==> config.mk <==
export PLATFORM = sky130hd
export DESIGN_NAME = pcsi_core
export DESIGN_NICKNAME = d
export VERILOG_FILES = /design/src/rtl/pcsi_pkg.sv /design/src/rtl/pcsi_stack_mem.sv /design/src/rtl/pcsi_sync3.sv /design/src/rtl/pcsi_core.sv
export VERILOG_INCLUDE_DIRS = /design/src /design/src/rtl
export SDC_FILE = /design/constraint.sdc
export NUM_CORES = 1
export LEC_CHECK = 0
export BUFFER_PORTS_ARGS = -buffer_cell sky130_fd_sc_hd__buf_4
export CAP_MARGIN = 10
export CORE_MARGIN = 3
export CORE_UTILIZATION = 55
export CTS_BUF_LIST = sky130_fd_sc_hd__clkbuf_8
export DETAILED_ROUTE_END_ITERATION = 12
export PLACE_DENSITY = 0.76
export SLEW_MARGIN = 15
export SYNTH_ARGS = -nofsm -noshare
export SYNTH_HDL_FRONTEND = slang
export SYNTH_SLANG_ARGS = --single-unit
==> constraint.sdc <==
create_clock -name core_clk -period 8.19 [get_ports core_clk]
set_input_delay 1.638 -clock core_clk [delete_from_list [all_inputs] [get_ports core_clk]]
set_output_delay 1.638 -clock core_clk [all_outputs]
set_load 0.1 [all_outputs]
==> src/rtl/pcsi_params.svh <==
`ifndef PCSI_PARAMS_SVH
`define PCSI_PARAMS_SVH
// Program counter and stack geometry
`define PCSI_PC_W 13
`define PCSI_LOW_W 8
`define PCSI_HIGH_W 5
`define PCSI_JUMP_W 11
`define PCSI_STACK_DEPTH 8
`define PCSI_SP_W 3
// Data addressing
`define PCSI_DADDR_W 9
`define PCSI_DATA_W 8
// Register offsets on the software port
`define PCSI_REG_PC_LOW 3'h0
`define PCSI_REG_PTR 3'h1
`define PCSI_REG_LATCH 3'h2
`define PCSI_REG_PC_HIGH_STAT 3'h3
`define PCSI_REG_BANK 3'h4
// Data-space location of the indirect window
`define PCSI_WINDOW_ADDR 8'h00
// Reset values
`define PCSI_PC_RESET 13'h0000
`define PCSI_BYTE_RESET 8'h00
`endif

==> src/rtl/pcsi_pkg.sv <==
package pcsi_pkg;
  // Program-flow operation issued by the execute stage
  typedef enum logic [2:0] {
    PCSI_OP_NONE,
    PCSI_OP_STEP,
    PCSI_OP_CALL,
    PCSI_OP_JUMP,
    PCSI_OP_RETURN,
    PCSI_OP_RET_LIT,
    PCSI_OP_RET_INT,
    PCSI_OP_IRQ
  } pcsi_op_e;
  // Flow request: operation plus jump operand and interrupt vector
  typedef struct packed {
    pcsi_op_e op;
    logic [10:0] target;
    logic [12:0] vector;
  } pcsi_flow_s;
  // Data access request from the execute stage
  typedef struct packed {
    logic rd;
    logic wr;
    logic [7:0] addr;
    logic [7:0] wdata;
  } pcsi_dreq_s;
endpackage

==> src/rtl/pcsi_stack_mem.sv <==
`timescale 1ns/1ps
`include "pcsi_params.svh"
// Return address store; read data registered
module pcsi_stack_mem #(
  parameter int DEPTH = `PCSI_STACK_DEPTH,
  parameter int AW = `PCSI_SP_W,
  parameter int DW = `PCSI_PC_W
) (
  // Clock
  input wire logic core_clk,
  // Write port
  input wire logic we,
  input wire logic [AW-1:0] waddr,
  input wire logic [DW-1:0] wdata,
  // Read port
  input wire logic [AW-1:0] raddr,
  output logic [DW-1:0] rdata
);
  // Storage array, no reset needed
  logic [DW-1:0] mem [DEPTH];

  // Write side
  always_ff @(posedge core_clk) begin
    if (we) begin
      mem[waddr] <= wdata;
    end
  end

  // Registered read
  always_ff @(posedge core_clk) begin
    rdata <= mem[raddr];
  end
endmodule

==> src/rtl/pcsi_sync3.sv <==
`timescale 1ns/1ps
`include "pcsi_params.svh"
// Three-stage input synchroniser, change taken when stages two and three agree
module pcsi_sync3 (
  // Clock and reset
  input wire logic core_clk,
  input wire logic rst_n,
  // Raw pin and clean level
  input wire logic din,
  output logic dout
);
  // Stage registers
  logic s1;
  logic s2;
  logic s3;

  // Shift chain
  always_ff @(posedge core_clk or negedge rst_n) begin
    if (!rst_n) begin
      s1 <= 1'b0;
      s2 <= 1'b0;
      s3 <= 1'b0;
    end else begin
      s1 <= din;
      s2 <= s1;
      s3 <= s2;
    end
  end

  // Accept a change only when stages two and three agree
  always_ff @(posedge core_clk or negedge rst_n) begin
    if (!rst_n) begin
      dout <= 1'b0;
    end else if (s2 == s3) begin
      dout <= s3;
    end
  end
endmodule

==> src/rtl/pcsi_core.sv <==
`timescale 1ns/1ps
`include "pcsi_params.svh"
module pcsi_core #(
  parameter int DEPTH = `PCSI_STACK_DEPTH
) (
  // Clock and reset
  input wire logic core_clk,
  input wire logic rst_n,
  // Flow requests from execute
  input wire pcsi_pkg::pcsi_flow_s flow,
  // Data access from execute
  input wire pcsi_pkg::pcsi_dreq_s dreq,
  // External bank select pin, asynchronous
  input wire logic bank_pin,
  // Data memory side
  output logic [8:0] mem_addr,
  output logic mem_rd,
  output logic mem_wr,
  output logic [7:0] mem_wdata,
  input wire logic [7:0] mem_rdata,
  // Read data back to execute
  output logic [7:0] exec_rdata,
  // Current program counter
  output logic [12:0] pc,
  // Software register port
  input wire logic [2:0] reg_addr,
  input wire logic [7:0] reg_wdata,
  input wire logic reg_wr,
  input wire logic reg_rd,
  output logic [7:0] reg_rdata
);
  // Latch for the upper PC bits
  logic [4:0] pc_high_latch;
  // Indirect pointer
  logic [7:0] indirect_pointer;
  // Bank select bit used for indirect addressing
  logic bank_select_high;
  // Software bank override
  logic bank_sw;
  // Synchronised pin level
  logic bank_sync;
  // Stack pointer, hidden from software
  logic [2:0] sp;
  // Pending pop target
  logic [2:0] sp_dec;
  // Stack memory read data
  logic [12:0] stack_top;
  // Pop waiting for registered stack data
  logic pop_pend;
  // Push control
  logic push;
  logic pop;
  // Window hit decode
  logic win_hit;
  logic self_ref;
  // Pending read-zero return
  logic zero_rd;
  logic fwd_rd;

  // Operation decode
  assign push = (flow.op == pcsi_pkg::PCSI_OP_CALL) || (flow.op == pcsi_pkg::PCSI_OP_IRQ);
  assign pop = (flow.op == pcsi_pkg::PCSI_OP_RETURN) || (flow.op == pcsi_pkg::PCSI_OP_RET_LIT)
    || (flow.op == pcsi_pkg::PCSI_OP_RET_INT);
  assign sp_dec = sp - 3'h1;
  assign bank_select_high = bank_sw | bank_sync;
  assign win_hit = (dreq.addr == `PCSI_WINDOW_ADDR);
  assign self_ref = win_hit && (indirect_pointer == `PCSI_WINDOW_ADDR);

  // Pin synchroniser
  pcsi_sync3 u_bank_sync (
    .core_clk(core_clk),
    .rst_n(rst_n),
    .din(bank_pin),
    .dout(bank_sync)
  );

  // A push writes at the pointer and a pop reads one below it. A call that is
  // followed at once by a return therefore reads back the entry just written.
  // Return stack storage; circular because pointer simply wraps
  pcsi_stack_mem #(
    .DEPTH(DEPTH)
  ) u_stack (
    .core_clk(core_clk),
    .we(push),
    .waddr(sp),
    .wdata(pc + 13'h0001),
    .raddr(sp_dec), // Top of stack always sits one below the pointer
    .rdata(stack_top)
  );

  // Stack pointer, wraps with no overflow status
  always_ff @(posedge core_clk or negedge rst_n) begin
    if (!rst_n) begin
      sp <= 3'h0;
    end else if (push) begin
      sp <= sp + 3'h1;
    end else if (pop) begin
      sp <= sp_dec;
    end
  end

  // Pop completes when the registered stack data arrive
  // The registered read costs one cycle, so the core leaves an idle op after a return
  always_ff @(posedge core_clk or negedge rst_n) begin
    if (!rst_n) begin
      pop_pend <= 1'b0;
    end else begin
      pop_pend <= pop;
    end
  end

  // Program counter
  // A low-byte write outranks a pending pop; the core must keep the two apart
  always_ff @(posedge core_clk or negedge rst_n) begin
    if (!rst_n) begin
      pc <= `PCSI_PC_RESET;
    end else if (reg_wr && reg_addr == `PCSI_REG_PC_LOW) begin
      pc <= {pc_high_latch, reg_wdata};
    end else if (pop_pend) begin
      pc <= stack_top;
    end else begin
      case (flow.op)
        pcsi_pkg::PCSI_OP_STEP: begin
          pc <= pc + 13'h0001;
        end
        pcsi_pkg::PCSI_OP_CALL, pcsi_pkg::PCSI_OP_JUMP: begin
          pc <= {pc_high_latch[4:3], flow.target};
        end
        pcsi_pkg::PCSI_OP_IRQ: begin
          pc <= flow.vector;
        end
        default: begin
          pc <= pc;
        end
      endcase
    end
  end

  // High latch: only software writes touch it
  always_ff @(posedge core_clk or negedge rst_n) begin
    if (!rst_n) begin
      pc_high_latch <= 5'h00;
    end else if (reg_wr && reg_addr == `PCSI_REG_LATCH) begin
      pc_high_latch <= reg_wdata[4:0];
    end
  end

  // Pointer and bank override
  always_ff @(posedge core_clk or negedge rst_n) begin
    if (!rst_n) begin
      indirect_pointer <= `PCSI_BYTE_RESET;
      bank_sw <= 1'b0;
    end else begin
      if (reg_wr && reg_addr == `PCSI_REG_PTR) begin
        indirect_pointer <= reg_wdata;
      end
      if (reg_wr && reg_addr == `PCSI_REG_BANK) begin
        bank_sw <= reg_wdata[0];
      end
    end
  end

  // Data memory drive with window redirection
  // Idle requests decode as the window too, so the pointer address shows on the bus
  always_ff @(posedge core_clk or negedge rst_n) begin
    if (!rst_n) begin
      mem_addr <= 9'h000;
      mem_rd <= 1'b0;
      mem_wr <= 1'b0;
      mem_wdata <= 8'h00;
      zero_rd <= 1'b0;
      fwd_rd <= 1'b0;
    end else begin
      mem_addr <= win_hit ? {bank_select_high, indirect_pointer} : {1'b0, dreq.addr};
      mem_rd <= dreq.rd && !self_ref;
      mem_wr <= dreq.wr && !self_ref;
      mem_wdata <= dreq.wdata;
      zero_rd <= dreq.rd && self_ref;
      fwd_rd <= dreq.rd && !self_ref;
    end
  end

  // Read data return to execute
  always_ff @(posedge core_clk or negedge rst_n) begin
    if (!rst_n) begin
      exec_rdata <= 8'h00;
    end else if (zero_rd) begin
      exec_rdata <= 8'h00;
    end else if (fwd_rd) begin
      exec_rdata <= mem_rdata;
    end
  end

  // Register readback; stack pointer never appears
  always_ff @(posedge core_clk or negedge rst_n) begin
    if (!rst_n) begin
      reg_rdata <= 8'h00;
    end else if (reg_rd) begin
      case (reg_addr)
        `PCSI_REG_PC_LOW: reg_rdata <= pc[7:0];
        `PCSI_REG_PTR: reg_rdata <= indirect_pointer;
        `PCSI_REG_LATCH: reg_rdata <= {3'h0, pc_high_latch};
        `PCSI_REG_PC_HIGH_STAT: reg_rdata <= {7'h00, pop_pend};
        `PCSI_REG_BANK: reg_rdata <= {7'h00, bank_select_high};
        default: reg_rdata <= 8'h00;
      endcase
    end else begin
      reg_rdata <= 8'h00;
    end
  end

  // Checks
  pc_low_load_a: assert property (@(posedge core_clk) disable iff (!rst_n)
    reg_wr && reg_addr == `PCSI_REG_PC_LOW |=> pc == {$past(pc_high_latch), $past(reg_wdata)})
    else $error("pc low write did not load full pc");
  jump_target_a: assert property (@(posedge core_clk) disable iff (!rst_n)
    !reg_wr && !pop_pend && flow.op == pcsi_pkg::PCSI_OP_JUMP |=> pc == {$past(pc_high_latch[4:3]), $past(flow.target)})
    else $error("jump target wrong");
  call_push_a: assert property (@(posedge core_clk) disable iff (!rst_n)
    push |=> sp == $past(sp) + 3'h1)
    else $error("push did not advance pointer");
  pop_back_a: assert property (@(posedge core_clk) disable iff (!rst_n)
    flow.op == pcsi_pkg::PCSI_OP_CALL && !reg_wr && !pop_pend ##1 flow.op == pcsi_pkg::PCSI_OP_RETURN && !reg_wr
    |=> ##1 pc == $past(pc, 3) + 13'h0001)
    else $error("return address mismatch");
  latch_stable_a: assert property (@(posedge core_clk) disable iff (!rst_n)
    (push || pop) && !reg_wr |=> $stable(pc_high_latch))
    else $error("latch changed by stack op");
  self_zero_a: assert property (@(posedge core_clk) disable iff (!rst_n)
    dreq.rd && self_ref |=> ##1 exec_rdata == 8'h00)
    else $error("self window read not zero");
  self_nowrite_a: assert property (@(posedge core_clk) disable iff (!rst_n)
    dreq.wr && self_ref |=> !mem_wr)
    else $error("self window write reached memory");
  ind_addr_a: assert property (@(posedge core_clk) disable iff (!rst_n)
    win_hit |=> mem_addr == {$past(bank_select_high), $past(indirect_pointer)})
    else $error("indirect address wrong");

  // Counter and stack checks
  // Plain step advances the counter by one
  step_incr_a: assert property (@(posedge core_clk) disable iff (!rst_n)
    !reg_wr && !pop_pend && flow.op == pcsi_pkg::PCSI_OP_STEP |=> pc == $past(pc) + 13'h0001)
    else $error("step did not advance pc");
  // Call takes its low eleven bits from the operand
  call_target_a: assert property (@(posedge core_clk) disable iff (!rst_n)
    !reg_wr && !pop_pend && flow.op == pcsi_pkg::PCSI_OP_CALL |=> pc[10:0] == $past(flow.target))
    else $error("call target wrong");
  // Interrupt vectoring loads the vector as the new counter
  irq_vector_a: assert property (@(posedge core_clk) disable iff (!rst_n)
    !reg_wr && !pop_pend && flow.op == pcsi_pkg::PCSI_OP_IRQ |=> pc == $past(flow.vector))
    else $error("irq vector not loaded");
  // Every pop steps the hidden pointer back, wrapping silently
  pop_wrap_a: assert property (@(posedge core_clk) disable iff (!rst_n)
    pop |=> sp == $past(sp) - 3'h1)
    else $error("pop did not retreat pointer");

  // Data path checks
  // Direct addresses pass straight through in the lower bank
  direct_addr_a: assert property (@(posedge core_clk) disable iff (!rst_n)
    !win_hit |=> mem_addr == {1'b0, $past(dreq.addr)})
    else $error("direct address wrong");
  // Window reads reach memory unless the pointer aims at the window
  win_read_a: assert property (@(posedge core_clk) disable iff (!rst_n)
    dreq.rd && win_hit && !self_ref |=> mem_rd)
    else $error("window read lost");
  // A self-referencing read never reaches memory
  self_noread_a: assert property (@(posedge core_clk) disable iff (!rst_n)
    dreq.rd && self_ref |=> !mem_rd)
    else $error("self window read reached memory");
  // Forwarded read data are those that memory returned
  read_return_a: assert property (@(posedge core_clk) disable iff (!rst_n)
    fwd_rd |=> exec_rdata == $past(mem_rdata))
    else $error("read data not forwarded");

  // Register port checks
  // Low byte reads return the live counter bits
  pcl_read_a: assert property (@(posedge core_clk) disable iff (!rst_n)
    reg_rd && reg_addr == `PCSI_REG_PC_LOW |=> reg_rdata == $past(pc[7:0]))
    else $error("pc low readback wrong");
  // Nothing leaks onto the read bus between reads
  rdata_idle_a: assert property (@(posedge core_clk) disable iff (!rst_n)
    !reg_rd |=> reg_rdata == 8'h00)
    else $error("read data outside a read");

  // Scenario covers: call, wrap, window, step and self-reference
  call_cov: cover property (@(posedge core_clk) disable iff (!rst_n) flow.op == pcsi_pkg::PCSI_OP_CALL);
  wrap_cov: cover property (@(posedge core_clk) disable iff (!rst_n) push && sp == 3'h7);
  win_cov: cover property (@(posedge core_clk) disable iff (!rst_n) dreq.rd && win_hit && !self_ref);
  step_cov: cover property (@(posedge core_clk) disable iff (!rst_n) flow.op == pcsi_pkg::PCSI_OP_STEP);
  self_cov: cover property (@(posedge core_clk) disable iff (!rst_n) dreq.wr && self_ref);
endmodule

* Yosys cells after proc, flatten, opt, wreduce, memory -nomap -nowiden
Memory sizes are Yosys's and may differ from the RTL's. A register that Yosys moved wholly into a read port is not among the register bits.
Index checks and enable logic that the tools add are counted.
** Operators by class
- Mux-type cells :: 12
- Add/subtract/negate cells :: 3
- Reduce and logical (&&, ||, !) cells :: 19
- Bitwise gates (word level) :: 1
- Equality and inequality tests :: 12
** Operators with widths (number)
- $pmux W8 S5 :: 1
- $pmux W13 S3 :: 1
- $mux W13 :: 2
- $mux W8 :: 3
- $logic_not A8 Y1 :: 2
- $eq A3 B3 Y1 const B :: 5
- $add A13 B1 Y13 const B :: 1
- $eq A3 B2 Y1 const B :: 4
- $mux W9 :: 1
- $logic_and A1 B1 Y1 :: 8
- $eq A3 B1 Y1 const B :: 2
- $mux W3 :: 2
- $reduce_bool A5 Y1 :: 1
- $reduce_bool A2 Y1 :: 2
- $add A3 B1 Y3 const B :: 1
- $logic_not A3 Y1 :: 1
- $logic_or A1 B1 Y1 :: 3
- $sub A3 B1 Y3 const B :: 1
- $mux W1 :: 2
- $reduce_or A2 Y1 :: 1
- $eq A1 B1 Y1 :: 1
- $logic_not A1 Y1 :: 1
- $or A1 B1 Y1 :: 1
** Word-level totals
- Register bits :: 71
- Memories :: 1
- Input bits :: 69
- Output and inout port bits :: 48
- RAM bits :: 104
** Memory list
- u_stack.mem :: words 8, bits a word 13, rd ports 1, clocked after Yosys merged registers in 1, wr ports 1, RTL line pcsi_stack_mem.sv:20 : logic [DW-1:0] mem [DEPTH];

* Logic depth before layout (Yosys ltp)
Gate-level depths: netlist of run 1.
- Depth after elaboration :: 5
- Mapped depth :: 9
- Depth with buffers taken out :: 6

* Hierarchy
Synthesis of run 1 repeated with hierarchy kept, for this count alone.
** Second synthesis, totals
- Cells, all modules :: 538
- Area total of the unflattened synthesis :: 7952.6 um^2
** By module, submodules not included
- pcsi_stack_mem :: area an instance 4315.4 um^2, seq. area each 3383.2 um^2, times used 1, cells an instance 176
- pcsi_core :: area an instance 3525.9 um^2, seq. area each 1676.6 um^2, times used 1, cells an instance 357
- pcsi_sync3 :: area an instance 111.4 um^2, seq. area each 100.1 um^2, times used 1, cells an instance 5

* Worst setup path after synthesis of run 1
No wires, ideal clock.
- Kind :: input port to flip-flop
- Start point :: input flow[25] (netlist name)
- End point :: memory u_stack.mem[1][0] (netlist name) (enable)
- Library setup time :: 0.400 ns
- Stages :: 4
- Slack :: 4.606 ns
- Required time :: 7.790 ns
- Arrival :: 3.184 ns
- Cell sequence :: clkbuf_8 clkbuf_1 nand4_1 nor3_1
** Between the ends
- Word-level cells in the longest chain between the ends :: 4
** RTL lines
- start: declaration :: RTL line pcsi_core.sv:10 : input wire pcsi_pkg::pcsi_flow_s flow,
- $eq A3 B2 Y1 or $eq A3 B3 Y1 (tied branches) :: RTL line pcsi_core.sv:61 : assign push = (flow.op == pcsi_pkg::PCSI_OP_CALL) || (flow.op == pcsi_pkg::PCSI_OP_IRQ);
- $logic_or A1 B1 Y1 * :: RTL line pcsi_core.sv:61
- $mux W1 * :: RTL line pcsi_stack_mem.sv:24 : if (we) begin
- $mux W1 (implied by the code) * :: RTL line pcsi_stack_mem.sv:25 : mem[waddr] <= wdata;
- end: declaration :: RTL line pcsi_stack_mem.sv:20
Mark *: on every way between the ends. The rest lies on a longest branch, timed or not.

* Final worst setup path of run 1
- Start point :: input flow[24] (netlist name)
- End point :: memory u_stack.mem[7][0] (netlist name) (enable)
The elaborated chain is that of the path after synthesis.

==> metrics.txt, run 1 <==
outcome=completed; Die Width=126 um; RePlAce Congestion=0.922; Worst path max stage delay=0.95 ns; distinct cell type count after synthesis=63; period utilization=0.383; largest net degree at the start of global routing=72; Critical Path, Cell by Cell=buf_4 -> or2b_1 -> nand4_1 -> nor2_1; Yosys top cell area share=0.396; Worst R2R Setup Slack=5.46 ns; initial antenna violation count=0; Inserted Diodes=0; Final ANT Viol Nets=0; CP startpoint=flow[24]; Detailed Route Iter0 Violations=392; FF-to-FF path depth=6; Mapped Cells=533; post_cts resized=0; synth top area cells=edfxtp_1 40%, dfrtp_1 23%, mux4_2 7.7%; Worst R2R Start=sp[0]; worst min path class=flip-flop to flip-flop; Post-DP HPWL=13400 um; Worst Path Arrival=3.21 ns; clock skew=0.0101 ns; simple-gate area share of the yosys netlist=0.0799; H-tree levels=4; GR Overflow Total=0; clk buf depth=2; fin crit period=3.14 ns; Mean Syn Cell Area=14.8 um^2; top routing layer in use=met4; I/O pin count=117; Die H=126 um; global-route wire length before repair=29100 um; Final Setup Violations=0; Pre-antenna DRT Iters=5; Max Cap Viol=0; RSZ-0062 raised after global routing=false; Initial Util=0.567; crit path launch type=input port; Setup TNS Final=0 ns; TritonCTS Buffers=17; Worst Setup Path Type=input port to flip-flop; vias in the first global route=5107; core area=13900 um^2; clock sink count=188; Post-CTS Repair Setup Buffers=0; Slew @ Worst Pin=1.14 ns; YS warnings=0; PortBufs=116; Layout Nets=712; sequential share of the synthesized area=0.654; Peak VDD IR=0.000185 V; Hold Violations, Final=0; Synth Area in XOR/XNOR=0.0144; Critical Path End Type=flip-flop; Lkg Pwr=3.66 nW; Vias/cell=6.06; Synth area leader=edfxtp_1; CTS tree=yes; area grow syn2layout=17.8%; FMAX=319 MHz; Post-synth EDFFs=104; Hold Buf Count CTS=0; CTS root buffer=clkbuf_8; row cnt=43; via count=5045; final slew viol count=0; Post-Synth Adder-Cell Area=0.00602; clk_lat worst skew=0.46 ns; All-Layer GR Usage=0.245; post-layout util=0.667; Crit path required time=8.27 ns; CP endpoint=u_stack.mem[7][0]; drt wl/cell=22.8 um; Worst Path Max Fanout=13; largest family of logic cells by synthesized area=multiplexers; complex-gate fraction of the synthesized area=0.0789; worst rel slew slack=0.235; DRT Wirelength=19000 um; M1 WL=7420 um; post-synthesis async set-or-reset flop share=0.378; Syn Nets=605; DRC viols=0; register bit total from synthesis=188; clock-pin slew on the worst setup and hold paths=0.10 ns; slowest stage cell, crit path=nor2_1; mux contribution to synthesized area=0.135; routed wl met3=1430 um; total die area=15800 um^2; DR WL met2=9700 um; layout cells sized above 1=0.335; mapped cell area=7900 um^2; total power divided by cell area=341 nW/um^2; RR Endpoint=u_stack.rdata[8]; worst hold path depth=0; Synth Flop Type=edfxtp_1
[worst max-delay path, delay by kind of cell]
| family | cells | cell delay [ns] |
|---|---|---|
| AND/OR/NAND/NOR | 3 | 1.42 |
| buffers and inverters | 1 | 0.14 |
[synth_stat cells, types with 3 or more instances]
cell type	number
xor2_1	5
nor2_1	44
nand3_1	9
dfxtp_1	13
nor2b_1	3
clkbuf_1	13
nor3_1	12
edfxtp_1	104
a31oi_1	7
nor4_1	3
buf_2	8
o22ai_1	4
mux2_2	27
a21oi_1	18
mux2i_1	15
a21o_1	8
nand2_1	22
ha_1	3
and3_1	5
a22oi_1	6
or3_1	4
nand2b_1	5
o21ai_0	15
a22o_1	4
nand4_1	4
clkbuf_8	6
xnor2_1	8
dfrtp_1	71
inv_1	10
o211ai_1	6
a221oi_1	4
mux4_2	27
[power breakdown]
| part | switching, mW | internal (mW) | total, mW | leakage, nW |
|---|---|---|---|---|
| Sequential | 0.116 | 1.21 | 1.33 | 1.91 |
| Clock | 0.334 | 0.370 | 0.703 | 0.235 |
| Combinational | 0.713 | 0.427 | 1.14 | 1.52 |
| Total | 1.16 | 2.01 | 3.17 | 3.66 |
[metal layers]
layer | up-vias | global-route usage
met1 | 2540 | 0.310
met2 | 230 | 0.419
met5 | - | 0
li1 | 2245 | -
met4 | 0 | 0.0839
met3 | 30 | 0.0581
[stage by stage]
stage	hold WS, ns	instance area (um^2)	total power [mW]	worst slack, ns	instances
finish	0.370	9300	3.17	5.05	833
global route	0.394	9300	3.30	4.96	833
CTS	0.379	9290	3.18	5.05	833
detailed placement	0.353	8820	2.48	4.56	801
global placement	0.338	8820	2.46	4.67	801
floorplan	0.331	7900	2.15	4.61	533
[placed cells by master, fill, tap and decap left out, drive strengths merged, types with 5 or more instances in the layout]
cell      n
clkbuf   17
buf     121
o211ai    6
xor2      5
nand2    22
a21o      8
nor3     12
nor2     44
bufinv    5
a21oi    18
and3      5
inv      15
mux4     27
a31oi     7
mux2     27
o21ai    15
nand3     9
mux2i    15
dfrtp    71
clkinv    5
nand2b    6
dfxtp    13
nand4     5
xnor2     8
edfxtp  104
a22oi     6
[cell type report]
| class | count | area (um^2) |
|---|---|---|
| flip-flops and latches | 188 | 5160 |
| clock buffers | 17 | 234 |
| fillers | 1004 | 4640 |
| clock inverters | 15 | 234 |
| well taps | 180 | 225 |
| inverters | 11 | 41.3 |
| multi-input cells | 301 | 2500 |
| repair buffers | 121 | 908 |
[kinds of logic after synthesis]
logic type	count (synthesis)
adder cells (fa/ha/maj)	4
AND/OR/NAND/NOR	125
flip-flops	188
AO/OA/AOI/OAI	90
buffers and inverters	44
multiplexers	69
XOR/XNOR	13
[registers in the layout (all words and copies together) (netlist names)]
name,cells
u_stack.mem,104
pc,13
u_stack.rdata,13
mem_addr,9
exec_rdata,8
indirect_pointer,8
mem_wdata,8
reg_rdata,8
pc_high_latch,5
sp,3
bank_sw,1
fwd_rd,1
mem_wr,1
pop_pend,1
u_bank_sync.dout,1
u_bank_sync.s1,1
u_bank_sync.s2,1
u_bank_sync.s3,1
zero_rd,1
[worst min-delay path by stage]
stage	startpoint	to
floorplan	u_bank_sync.s1	u_bank_sync.s2
global placement	u_bank_sync.s1	u_bank_sync.s2
detailed placement	u_bank_sync.s1	u_bank_sync.s2
CTS	u_bank_sync.s1	u_bank_sync.s2
global route	u_bank_sync.s1	u_bank_sync.s2
finish	u_bank_sync.s1	u_bank_sync.s2
No activity file was read; power rests on OpenSTA's default activity.
==> inputs of run 2 (changes only) <==
--- a/config.mk
+++ b/config.mk
@@ -6,13 +6,14 @@
 export SDC_FILE = /design/constraint.sdc
 export NUM_CORES = 1
 export LEC_CHECK = 0
+export ABC_AREA = 1
 export BUFFER_PORTS_ARGS = -buffer_cell sky130_fd_sc_hd__buf_4
 export CAP_MARGIN = 10
 export CORE_MARGIN = 3
-export CORE_UTILIZATION = 55
+export CORE_UTILIZATION = 53
 export CTS_BUF_LIST = sky130_fd_sc_hd__clkbuf_8
 export DETAILED_ROUTE_END_ITERATION = 12
-export PLACE_DENSITY = 0.76
+export PLACE_DENSITY = 0.77
 export SLEW_MARGIN = 15
 export SYNTH_ARGS = -nofsm -noshare
 export SYNTH_HDL_FRONTEND = slang
==> constraint.sdc (replaced) <==
create_clock -name core_clk -period 2.8 [get_ports core_clk]
set_input_delay 0.56 -clock core_clk [delete_from_list [all_inputs] [get_ports core_clk]]
set_output_delay 0.56 -clock core_clk [all_outputs]
set_load 0.1 [all_outputs]
==> metrics.txt, run 2 <==
register bit total from synthesis=188 (unchanged); crit path launch type=flip-flop; Mean Syn Cell Area=10.3 um^2 (-31%); Post-synth EDFFs=104 (unchanged); slowest stage cell, crit path=dfrtp_1; post_cts resized=0 (unchanged); clock sink count=188 (unchanged); drt wl/cell=16.5 um (-28%); Syn Nets=850 (+40%); FF-to-FF path depth=9 (+3); Layout Nets=973 (+37%); CP startpoint=pc[5]; max reg flops=104 (unchanged); outcome=completed; most flop-heavy register=u_stack.mem; distinct cell type count after synthesis=42 (-33%); clock-pin slew on the worst setup and hold paths=0.10 ns (about the same); Hold WS=0.197 ns (-0.173 ns); global-route wire length before repair=29100 um (about the same); Lkg Pwr=4.08 nW (+12%); Post-DP HPWL=13000 um (-2.4%); fin crit period=1.92 ns; Synth Flop Type=edfxtp_1; post-synthesis async set-or-reset flop share=0.378 (unchanged); clk_lat worst skew=0.46 ns (about the same); final slew viol count=0 (unchanged); Die Width=129 um (+2.4%); RR Endpoint=pc[8]; via count=5893 (+17%); Multi-input gate area=2410 um^2 (-3.6%); Pre-antenna DRT Iters=6 (+1); commonest non-fill, non-tap cell in the layout=nand2_1; Peak VDD IR=0.000455 V (+150%); Die H=129 um (+2.4%); RSZ-0062 raised after global routing=false; CTS root buffer=clkbuf_8; period utilization=0.684; DRC viols=0 (unchanged); Worst R2R Start=pc[1]; vias in the first global route=5712 (+12%); clk buf depth=2 (unchanged); FF+latch area=5160 um^2 (unchanged); core area=14600 um^2 (+5.1%); Final ANT Viol Nets=0 (unchanged); top-count cell post-synth=nand2_1; stages on the worst setup path=1 (-3); synth top area cells=edfxtp_1 39%, dfrtp_1 22%, nand2_1 6.3%; Mapped Cells=778 (+46%); mapped cell area=8000 um^2 (+1.3%); initial antenna violation count=0 (unchanged); Max Cap Viol=0 (unchanged); Worst Path Buf+Inv=1 (unchanged); area grow syn2layout=18.3%; Vias/cell=5.37 (-11%); clock skew=0.00875 ns (-0.00137 ns); Final Setup Violations=0 (unchanged); largest net degree at the start of global routing=72 (unchanged); Worst R2R Setup Slack=0.89 ns (-4.57 ns); RePlAce Congestion=0.924 (+0.23%); Worst Path Max Fanout=6 (-7); Detailed Route Iter0 Violations=563 (+44%); sequential share of the synthesized area=0.645 (-0.00869); Worst Path Arrival=1.36 ns (-1.85 ns); total die area=16600 um^2 (+4.9%); Hold Violations, Final=0 (unchanged); H-tree levels=4 (unchanged); Slew @ Worst Pin=0.900 ns (-0.243 ns); Largest regs=u_stack.mem x104, pc x13, u_stack.rdata x13; PortBufs=116 (unchanged); CP endpoint=pc[5]; Crit path required time=2.24 ns (-6.03 ns); Critical Path End Type=primary output; layout cells sized above 1=0.228 (-0.108); most frequent cells in the layout=135 x nand2_1, 134 x buf_4, 126 x nor2_1; total power divided by cell area=971 nW/um^2 (+180%); worst min path class=input port to async pin; Worst Setup Path Type=flip-flop to primary output; FMAX=522 MHz; Worst path max stage delay=0.54 ns (-0.41 ns); worst rel slew slack=0.400 (+0.165); row cnt=44 (+2.3%); Hold Buf Count CTS=0 (unchanged); TritonCTS Buffers=17 (unchanged); All-Layer GR Usage=0.227 (-0.0182); Synth area leader=edfxtp_1; YS warnings=0 (unchanged); GR Overflow Total=0 (unchanged); Critical Path, Cell by Cell=buf_4; Setup TNS Final=0 ns (unchanged); Yosys top cell area share=0.390 (-0.00526); I/O pin count=117 (unchanged); delay-heaviest family, CP=flip-flops; Initial Util=0.546 (-0.0202); FILL cells=1178 (+17%); Commonest cells post-synth=135 x nand2_1, 126 x nor2_1, 104 x edfxtp_1, 79 x o21ai_0, 71 x dfrtp_1; CTS tree=yes; Inserted Diodes=0 (unchanged); Post-CTS Repair Setup Buffers=0 (unchanged); DRT Wirelength=18100 um (-4.7%)
[run 2: changes by cell type after synthesis, sizes merged, moves of 15 or more]
cell	delta
nand3	+19
o21ai	+74
mux4	-27
inv	+61
nand2	+118
mux2	-26
mux2i	-15
nor2	+89
[run 2: cells by family after synthesis]
| logic type | count (synthesis) | synth area share |
|---|---|---|
| muxes | 1 | 0.00141 |
| adders and majority gates | 4 | 0.00594 |
| buffers and inverters | 102 | 0.0543 |
| and+or+nand+nor | 318 | 0.169 |
| xor gates and xnor gates | 7 | 0.00954 |
| AOI/OAI and AO/OA | 158 | 0.115 |
| DFF | 188 | 0.645 |
[run 2: layout make-up]
class | instances | area share
sequential | 188 | 0.545
timing repair buffer | 134 | 0.106
clock buffer | 17 | 0.0247
multi-input combinational | 488 | 0.254
inverter | 72 | 0.0288
clock inverter | 15 | 0.0165
tap | 184 | 0.0243
[run 2: stage by stage]
| step | cell area, um^2 | cells | utilization | setup slack (ns) | power (mW) |
|---|---|---|---|---|---|
| 3_3_place_gp | 9080 | 1066 | 0.620 | 0.727 | 7.45 |
| 6_report | 9470 | 1098 | 0.646 | 0.884 | 9.19 |
| 4_1_cts | 9470 | 1098 | 0.646 | 0.871 | 9.26 |
| 2_1_floorplan | 8000 | 778 | - | 0.509 | 6.45 |
| 3_5_place_dp | 9080 | 1066 | 0.620 | 0.652 | 7.53 |
| 5_1_grt | 9470 | 1098 | 0.646 | 0.737 | 9.81 |
[run 2: where the power goes]
group	switching [mW]	internal, mW	leakage, nW
Clock	1.01	0.736	0.193
Combinational	2.57	1.06	1.97
Sequential	0.251	3.57	1.92
Total	3.83	5.36	4.08
[run 2: worst min path at each step]
stage / from / to / slack, ns / depth (start not counted)
after floorplan: rst_n / bank_sw / 0.26 / 0
after global placement: u_bank_sync.s1 / u_bank_sync.s2 / 0.34 / 0
after detailed placement: u_bank_sync.s1 / u_bank_sync.s2 / 0.34 / 0
after CTS: dreq[1] / mem_wdata[1] / 0.17 / 1
after global routing: dreq[6] / mem_wdata[6] / 0.16 / 1
final: rst_n / sp[1] / 0.20 / 1
[run 2: routing by layer]
layer / part of all wire / routed length (um) / GRT usage / vias up
li1: - / - / - / 2857
met1: 0.43 / 7870 / 0.307 / 2803
met2: 0.47 / 8590 / 0.356 / 203
met3: 0.068 / 1240 / 0.0556 / 30
met4: 0.023 / 416 / 0.0902 / 0
met5: 0 / 0 / 0 / -
